$ cat src/verilog/detector_cfg.svh
// How it works
// - Only receive line bits are watched, framed or unframed, with activate and deactivate codes tracked by two independent trackers.
// - Each tracker compares received bits with an 8-bit code register whose used length comes from a 2-bit length select.
// - In framed operation a configuration bit decides whether the framing bit enters the comparison or is skipped.
// - In unframed operation every received bit of the frame is compared.
// - Bit errors are counted only after four consecutive complete correct repetitions of the code.
// - A code is declared detected once more than 126 consecutive 39.8 ms periods each held fewer than 600 errors.
// - A period with more than 600 errors drops synchronisation and clears the detected bit.
// - A framing bit that is compared never counts as a bit error.
// - Any change of a detected bit sets its change flag.
// - The active-low interrupt output is asserted only for a set flag whose enable bit is one.
// - Software clears a change flag by writing one to it, and writing zero leaves it alone.
`ifndef DETECTOR_CFG_SVH
`define DETECTOR_CFG_SVH

// Register indices; byte address is four times the index
`define IDX_CONFIG 10'h076
`define IDX_STATE 10'h077
`define IDX_ACT_PAT 10'h078
`define IDX_DEACT_PAT 10'h079
`define IDX_IRQ_EN 10'h07a
`define IDX_IRQ_FLAGS 10'h07b

// Field positions
`define CFG_ACT_LEN_LSB 0
`define CFG_DEACT_LEN_LSB 2
`define CFG_FBIT_CMP 4
`define CFG_FRAMED 5
`define BIT_ACT 0
`define BIT_DEACT 1

// Reset values
`define RST_CONFIG 8'h20
`define RST_ACT_PAT 8'h00
`define RST_DEACT_PAT 8'h00
`define RST_IRQ_EN 8'h00

// Timing and thresholds
`define PERIOD_US 39800
`define LINE_KBPS 1544
`define PERIOD_BITS_CALC (`PERIOD_US * `LINE_KBPS / 1000)
`define GOOD_REPS 4
`define ERR_LIMIT 600
`define GOOD_PERIODS 126
`define MIN_LEN 5

`endif

$ cat src/verilog/detector_pkg.sv
package detector_pkg;
	typedef enum logic [1:0] {st_search, st_verify, st_locked} track_state_t;
	typedef logic [7:0] byte_t;
endpackage

$ cat src/verilog/code_tracker.sv
`timescale 1ns/1ps
`default_nettype none
`include "detector_cfg.svh"
module code_tracker
	import detector_pkg::*;
#(
	parameter int ERR_MAX = `ERR_LIMIT
)
(
	input wire logic pclk,
	input wire logic presetn,
	input wire logic bit_stb,
	input wire logic bit_val,
	input wire logic bit_fr,
	input wire logic [1:0] len_sel,
	input wire logic [7:0] pattern,
	input wire logic period_end,
	output logic detected
);
	track_state_t state;
	logic [7:0] hist;
	logic [2:0] phase;
	logic [2:0] rep_cnt;
	logic [9:0] err_cnt;
	logic [6:0] good_cnt;
	wire [7:0] next_hist = {hist[6:0], bit_val};
	wire [7:0] mask = 8'hff >> (2'd3 - len_sel);
	wire [2:0] last_phase = {1'b0, len_sel} + 3'h4;
	wire win_match = (next_hist & mask) == (pattern & mask);
	wire phase_wrap = phase == last_phase;
	wire [2:0] exp_idx = last_phase - phase;
	wire mismatch = bit_val != pattern[exp_idx];
	wire err_now = bit_stb && state == st_locked && mismatch && !bit_fr;
	wire [9:0] err_total = err_cnt + {9'h000, err_now};
	wire bad_period = err_total > 10'(ERR_MAX);
	wire good_period = err_total < 10'(ERR_MAX);

	always_ff @(posedge pclk or negedge presetn)
	begin
		if (!presetn)
			hist <= 8'h00;
		else if (bit_stb)
			hist <= next_hist;
	end

	always_ff @(posedge pclk or negedge presetn)
	begin
		if (!presetn)
		begin
			state <= st_search;
			phase <= 3'h0;
			rep_cnt <= 3'h0;
		end
		else if (period_end && state == st_locked && bad_period)
		begin
			state <= st_search;
			rep_cnt <= 3'h0;
		end
		else if (bit_stb)
		begin
			phase <= phase_wrap ? 3'h0 : phase + 3'h1;
			case (state)
				st_search:
					if (win_match)
					begin
						state <= st_verify;
						rep_cnt <= 3'h1;
						phase <= 3'h0;
					end
				st_verify:
					if (phase_wrap)
					begin
						if (!win_match)
							state <= st_search;
						else if (rep_cnt == 3'(`GOOD_REPS - 1))
							state <= st_locked;
						rep_cnt <= win_match ? rep_cnt + 3'h1 : 3'h0;
					end
				st_locked: ;
				default: state <= st_search;
			endcase
		end
	end

	always_ff @(posedge pclk or negedge presetn)
	begin
		if (!presetn)
		begin
			err_cnt <= 10'h000;
			good_cnt <= 7'h00;
			detected <= 1'b0;
		end
		else if (period_end)
		begin
			err_cnt <= 10'h000;
			if (state != st_locked || !good_period)
				good_cnt <= 7'h00;
			else if (good_cnt != 7'h7f)
				good_cnt <= good_cnt + 7'h01;
			if (state == st_locked && bad_period)
				detected <= 1'b0;
			else if (state == st_locked && good_period && good_cnt == 7'(`GOOD_PERIODS))
				detected <= 1'b1;
		end
		else if (err_now && err_cnt != 10'h3ff)
			err_cnt <= err_cnt + 10'h001;
	end
endmodule // code_tracker
`default_nettype wire

$ cat src/verilog/inband_loop_detector.sv
`timescale 1ns/1ps
`default_nettype none
`include "detector_cfg.svh"
module inband_loop_detector
	import detector_pkg::*;
#(
	parameter int PERIOD_BITS = `PERIOD_BITS_CALC,
	parameter int ERR_MAX = `ERR_LIMIT
)
(
	input wire logic pclk,
	input wire logic presetn,
	input wire logic psel,
	input wire logic penable,
	input wire logic pwrite,
	input wire logic [11:0] paddr,
	input wire logic [31:0] pwdata,
	output logic [31:0] prdata,
	output logic pready,
	output logic pslverr,
	input wire logic rx_line_clk,
	input wire logic rx_data,
	input wire logic rx_fbit,
	output logic irq_n
);
	byte_t config_reg;
	byte_t act_pat;
	byte_t deact_pat;
	logic [1:0] irq_en;
	logic [1:0] flags;
	logic [1:0] det_q;
	logic [1:0] detected;
	logic clk_s1, clk_s2, clk_s3;
	logic data_s1, data_s2;
	logic fbit_s1, fbit_s2;
	logic bit_stb, bit_val, bit_is_f;
	logic [15:0] period_cnt;
	logic period_end;

	// APB decode
	wire [9:0] idx = paddr[11:2];
	wire setup = psel && !penable;
	wire wr_done = psel && penable && pready && pwrite;
	wire hit_config = idx == `IDX_CONFIG;
	wire hit_state = idx == `IDX_STATE;
	wire hit_act = idx == `IDX_ACT_PAT;
	wire hit_deact = idx == `IDX_DEACT_PAT;
	wire hit_en = idx == `IDX_IRQ_EN;
	wire hit_flags = idx == `IDX_IRQ_FLAGS;
	wire mapped = hit_config | hit_state | hit_act | hit_deact | hit_en | hit_flags;
	wire [7:0] rd_byte =
		hit_config ? config_reg :
		hit_state ? {6'h00, detected} :
		hit_act ? act_pat :
		hit_deact ? deact_pat :
		hit_en ? {6'h00, irq_en} :
		hit_flags ? {6'h00, flags} : 8'h00;
	wire [1:0] changed = detected ^ det_q;
	wire [1:0] clr_req = (wr_done && hit_flags) ? pwdata[1:0] : 2'b00;
	wire [1:0] next_flags = (flags & ~clr_req) | changed;
	wire framed = config_reg[`CFG_FRAMED];
	wire fbit_cmp = config_reg[`CFG_FBIT_CMP];
	wire line_edge = clk_s2 && !clk_s3;
	wire f_here = framed && fbit_s2;
	wire compare_bit = !f_here || fbit_cmp;
	wire period_wrap = period_cnt == 16'(PERIOD_BITS - 1);

	always_ff @(posedge pclk or negedge presetn)
	begin
		if (!presetn)
		begin
			pready <= 1'b0;
			pslverr <= 1'b0;
			prdata <= 32'h0000_0000;
		end
		else
		begin
			pready <= setup;
			pslverr <= setup && !mapped;
			prdata <= setup ? {24'h000000, rd_byte} : 32'h0000_0000;
		end
	end

	always_ff @(posedge pclk or negedge presetn)
	begin
		if (!presetn)
		begin
			config_reg <= `RST_CONFIG;
			act_pat <= `RST_ACT_PAT;
			deact_pat <= `RST_DEACT_PAT;
			irq_en <= 2'(`RST_IRQ_EN);
		end
		else if (wr_done)
		begin
			if (hit_config)
				config_reg <= {2'b00, pwdata[5:0]};
			if (hit_act)
				act_pat <= pwdata[7:0];
			if (hit_deact)
				deact_pat <= pwdata[7:0];
			if (hit_en)
				irq_en <= pwdata[1:0];
		end
	end

	// change flags, set wins over clear
	always_ff @(posedge pclk or negedge presetn)
	begin
		if (!presetn)
		begin
			flags <= 2'b00;
			det_q <= 2'b00;
		end
		else
		begin
			flags <= next_flags;
			det_q <= detected;
		end
	end

	always_ff @(posedge pclk or negedge presetn)
	begin
		if (!presetn)
			irq_n <= 1'b1;
		else
			irq_n <= ~|(flags & irq_en);
	end

	// Line inputs pass two flip-flops first
	always_ff @(posedge pclk or negedge presetn)
	begin
		if (!presetn)
		begin
			clk_s1 <= 1'b0;
			clk_s2 <= 1'b0;
			clk_s3 <= 1'b0;
			data_s1 <= 1'b0;
			data_s2 <= 1'b0;
			fbit_s1 <= 1'b0;
			fbit_s2 <= 1'b0;
		end
		else
		begin
			clk_s1 <= rx_line_clk;
			clk_s2 <= clk_s1;
			clk_s3 <= clk_s2;
			data_s1 <= rx_data;
			data_s2 <= data_s1;
			fbit_s1 <= rx_fbit;
			fbit_s2 <= fbit_s1;
		end
	end

	always_ff @(posedge pclk or negedge presetn)
	begin
		if (!presetn)
		begin
			bit_stb <= 1'b0;
			bit_val <= 1'b0;
			bit_is_f <= 1'b0;
		end
		else
		begin
			bit_stb <= line_edge && compare_bit;
			bit_val <= data_s2;
			bit_is_f <= f_here;
		end
	end

	always_ff @(posedge pclk or negedge presetn)
	begin
		if (!presetn)
		begin
			period_cnt <= 16'h0000;
			period_end <= 1'b0;
		end
		else
		begin
			period_end <= line_edge && period_wrap;
			if (line_edge)
				period_cnt <= period_wrap ? 16'h0000 : period_cnt + 16'h0001;
		end
	end

	code_tracker #(.ERR_MAX(ERR_MAX)) u_act (
		.pclk(pclk),
		.presetn(presetn),
		.bit_stb(bit_stb),
		.bit_val(bit_val),
		.bit_fr(bit_is_f),
		.len_sel(config_reg[`CFG_ACT_LEN_LSB +: 2]),
		.pattern(act_pat),
		.period_end(period_end),
		.detected(detected[`BIT_ACT])
	);

	code_tracker #(.ERR_MAX(ERR_MAX)) u_deact (
		.pclk(pclk),
		.presetn(presetn),
		.bit_stb(bit_stb),
		.bit_val(bit_val),
		.bit_fr(bit_is_f),
		.len_sel(config_reg[`CFG_DEACT_LEN_LSB +: 2]),
		.pattern(deact_pat),
		.period_end(period_end),
		.detected(detected[`BIT_DEACT])
	);
endmodule // inband_loop_detector
`default_nettype wire

$ cat config.mk
export PLATFORM = sky130hd
export DESIGN_NAME = inband_loop_detector
export DESIGN_NICKNAME = d
export VERILOG_FILES = /design/src/verilog/detector_pkg.sv /design/src/verilog/code_tracker.sv /design/src/verilog/inband_loop_detector.sv
export VERILOG_INCLUDE_DIRS = /design/src /design/src/verilog
export SDC_FILE = /design/constraint.sdc
export NUM_CORES = 1
export LEC_CHECK = 0
export ABC_AREA = 0
export BUFFER_PORTS_ARGS = -buffer_cell sky130_fd_sc_hd__buf_2
export CAP_MARGIN = 5
export CORE_ASPECT_RATIO = 0.75
export CORE_MARGIN = 2
export CORE_UTILIZATION = 53
export DETAILED_ROUTE_END_ITERATION = 12
export GPL_TIMING_DRIVEN = 1
export PLACE_DENSITY = 0.85
export SLEW_MARGIN = 20
export SYNTH_ARGS = -nofsm -noshare
export SYNTH_HDL_FRONTEND = slang
export SYNTH_SLANG_ARGS = --single-unit
$ cat constraint.sdc
create_clock -name pclk -period 4 [get_ports pclk]
set_clock_uncertainty 0.1 [all_clocks]
set_input_delay 0.8 -clock pclk [delete_from_list [all_inputs] [get_ports pclk]]
set_output_delay 0.8 -clock pclk [all_outputs]
set_load 0.02 [all_outputs]
==> impl_metrics.py <==
metrics = {
    "run_status": {
        "status": "finished, violations left",
        "violations": "negative setup slack",
    },
    "pwr": {
        "peakVddDrop_mv": 0.3598,
        "power.density_mw_per_mm2": 426.1,
        "p_leak_nw": 3.846,
    },
    "worst_hold_path": {
        "holdPathStages": 0,
        "whs_endpoint": "bit_val",
        "holdCritPathClass": "flop to flop",
        "hp-start": "data_s2",
    },
    "layout": {
        "fin_util_pct": 65.17,
        "final_net_count": 804,
        "fin_cells": 912,
        "regMostFlops": "period_cnt",
        "drive_gt1_share_pct": 31.04,
        "diodes": 0,
        "syn_to_final_growth_pct": 20.90,
        "largest_register_ffs": 16,
        "reg_top3": "period_cnt (16), u_act.err_cnt (10), u_deact.err_cnt (10)",
    },
    "timing": {
        "finalCritPeriodShare_pct": 110.2,
        "rsz0062_at_grt": "yes",
        "max_freq_mhz": 226.9,
        "tightest_slew_ns": 0.7714,
        "min_period_ns": 4.407,
        "maxSlewHeadroom_pct": 48.18,
        "setup_viol": 31,
        "slew_viol_final": 0,
        "hold_viol_final": 0,
        "timing.final.ws_setup_ns": -0.4071,
    },
    "worst_setup_path": {
        "reg2reg_slack_ns": -0.41,
        "cp_max_fo": 7,
        "crit_top_cell": "ha_4",
        "critPathArrivalTime_ns": 4.61,
        "r2r_end": "u_act.rep_cnt[1]",
        "cp_slowest_stage_delay_ns": 0.58,
        "start_kind": "flop",
        "critPathRequiredTime_ns": 4.20,
        "crit_chain": "inv_2 > ha_4 > inv_2 > fa_2 > mux4_2 > mux2i_2 > xnor2_1 > and3_4 > ha_4 > ha_4 > and3b_1 > and3_2 > nor3_2 > buf_4 > o21ai_2 > nand4_4 > a21o_4 > a32o_1",
        "crit_slowest_cell": "fa_2",
        "path_class": "flop to flop",
        "r2r_start": "config_reg[0]",
        "reg2regPathDepth": 18,
        "end_kind": "flop",
    },
    "synth": {
        "ys_top_cells_by_area": "dfrtp_1 (44%), mux2_2 (6.5%), ha_1 (4.0%)",
        "async_flop_share_pct": 100.0,
        "synth_area_sq_mm": 0.006944,
        "synth_cell_type_count": 78,
        "synth-edff-count": 0,
        "ys_ff_latch": 125,
        "netlist.area_leader.share_pct": 44.32,
        "syn_inst": 655,
        "ys.flop_type": "dfrtp_1",
        "syn_area_per_cell_sq_um": 10.60,
        "yosysTopAreaCell": "dfrtp_1",
        "yosys_warnings": 0,
        "synth.most_common_cell": "dfrtp_1",
        "seq_area_frac_synth_pct": 45.08,
        "synthTopCellsByCount": "dfrtp_1 (123), nor2_1 (55), nand2_1 (47)",
    },
    "clock_tree": {
        "htreeDepth": 4,
        "clk_path_buf_depth": 2,
        "path_clk_slew_ns": 0.06,
        "cts_made_buffers": 17,
        "clock-root-buffer": "clkbuf_16",
        "cts_tree": "yes",
        "cts_sinks": 125,
        "cts-hold-fix-buffers": 0,
        "insertion_delay_ns": 0.42,
    },
    "die": {
        "ios": 87,
        "die_h_microns": 103.1,
        "coreArea_sq_mm": 0.01288,
        "start_util_pct": 53.90,
        "die_area_sq_mm": 0.01404,
        "fp-row-count": 36,
        "die_w_microns": 136.2,
    },
    "placed_design": {
        "placedCellCount": 872,
        "dp_hpwl_microns": 10600,
        "port_buffers": 36,
        "gp_congestion": 0.9114,
    },
    "global_routing": {
        "grt_start_max_net_pins": 74,
        "grt_util_all_layers_pct": 23.78,
        "grt_overflow": 0,
        "grt_first_pass_wirelength_microns": 25990,
        "antenna_found_initial": 0,
        "grt_pass1_vias": 5387,
    },
    "routing": {
        "wl_per_cell_microns": 17.48,
        "via_count": 5280,
        "ant_nets": 0,
        "viasPerCell": 5.789,
        "wl_microns": 15940,
        "dr.first_iter.drc_count": 458,
        "drt-pass1-iter-count": 5,
        "drc_errors": 0,
    },
    "run": {
        "drv_cap": 0,
    },
}
## power breakdown
group	internal (mW)	switching [mW]	leakage (nW)
combinational	0.314	0.315	1.91
clock	0.900	0.553	0.272
sequential	1.36	0.131	1.67
total	2.58	1.00	3.85
## layer usage
layer,global-route usage [%],wire length (microns),up-vias
li1,-,-,2441
met1,30.05,6842,2667
met2,40.24,8110,144
met3,5.654,712,28
met4,8.974,278,0
met5,0,0,-
## placed cells by master, fill, tap and decap left out, types with 4 or more instances in the layout
| cell | synthesis | routed |
|---|---|---|
| mux2i_1 | 9 | 6 |
| mux2_4 | 3 | 6 |
| nor3_2 | 0 | 6 |
| nand3_1 | 22 | 20 |
| xor2_1 | 30 | 29 |
| nand4_1 | 15 | 15 |
| buf_4 | 25 | 28 |
| nand2_2 | 0 | 4 |
| nor2_1 | 55 | 52 |
| clkinv_2 | 0 | 4 |
| xnor2_1 | 29 | 27 |
| clkbuf_16 | 0 | 17 |
| o21ai_0 | 16 | 12 |
| buf_6 | 2 | 6 |
| a21oi_1 | 24 | 18 |
| and2_1 | 7 | 6 |
| mux4_2 | 6 | 6 |
| dfrtp_1 | 123 | 123 |
| conb_1 | 1 | 24 |
| buf_2 | 3 | 35 |
| inv_1 | 25 | 21 |
| ha_4 | 0 | 6 |
| nand2_1 | 47 | 41 |
| nand2b_1 | 6 | 6 |
| ha_1 | 22 | 16 |
| nor4_1 | 5 | 4 |
| a22oi_1 | 5 | 5 |
| a31o_4 | 0 | 4 |
| mux2_2 | 40 | 37 |
| nor2b_1 | 11 | 11 |
| and3_1 | 9 | 6 |
| a21oi_2 | 0 | 6 |
| inv_2 | 0 | 4 |
| nor3_1 | 20 | 14 |
| or3_1 | 7 | 7 |
| o21ai_2 | 3 | 5 |
## final cells by class
cell class	instances	area, sq um
clock buffer	22	474.2
clock inverter	10	90.09
fill	909	4487
inverter	25	93.84
multi-input combinational	489	3920
sequential	125	3131
tap	171	214.0
timing repair buffer	70	473.0
## critical path, delay by kind of cell (launching register included)
family	cells	cell delay (ns)
buffers and inverters	3	0.28
AND/OR/NAND/NOR	5	0.91
adder cells (fa/ha/maj)	4	1.05
AO/OA/AOI/OAI	3	0.66
XOR/XNOR	1	0.15
multiplexers	2	0.76
flip-flops	1	0.39
## worst max path at each step
stage                             start                 end  slack, ns  depth (start not counted)
after floorplan           config_reg[0]      u_act.state[0]      -0.05                         18
after global placement    config_reg[2]  u_deact.rep_cnt[1]      -0.37                         16
after detailed placement  config_reg[2]  u_deact.rep_cnt[2]      -0.50                         16
after CTS                 config_reg[0]      u_act.state[1]      -0.31                         17
after global routing      config_reg[0]    u_act.rep_cnt[1]      -0.49                         18
final                     config_reg[0]    u_act.rep_cnt[1]      -0.41                         18
## logic make-up (layout without fill, tap and decap cells)
family                     count (synthesis)  after routing  share of synthesized area (%)
buffers and inverters                     64            127                          5.081
adders and majority gates                 24             24                          4.541
DFF                                      125            125                          45.08
and+or+nand+nor                          234            234                          18.13
other                                      1             24                        0.05400
AOI/OAI and AO/OA                         90             90                          9.298
muxes                                     58             58                          10.38
xor gates and xnor gates                  59             59                          7.441
## stage by stage
step / hold slack (ns) / total power [mW] / worst slack (ns) / instance area [sq um] / setup TNS, ns
final: 0.2453 / 3.578 / -0.4071 / 8396 / -6.162
after global routing: 0.2483 / 3.731 / -0.4915 / 8396 / -9.529
after CTS: 0.2480 / 3.550 / -0.3053 / 8115 / -5.934
after detailed placement: 0.2356 / 2.065 / -0.5046 / 7428 / -9.591
after global placement: 0.2331 / 2.007 / -0.3701 / 7428 / -5.609
after floorplan: 0.2312 / 1.879 / -0.05097 / 7089 / -0.2248
## timing repair
| item | in CTS | in global routing |
|---|---|---|
| pin swaps | 10 | 17 |
| cloned | 0 | 0 |
| endpoints found under the setup margin | 31 | 31 |
| buffers inserted | 5 | 4 |
| gates resized for setup | 21 | 55 |
Note: power is estimated with default switching activity, not from simulation.
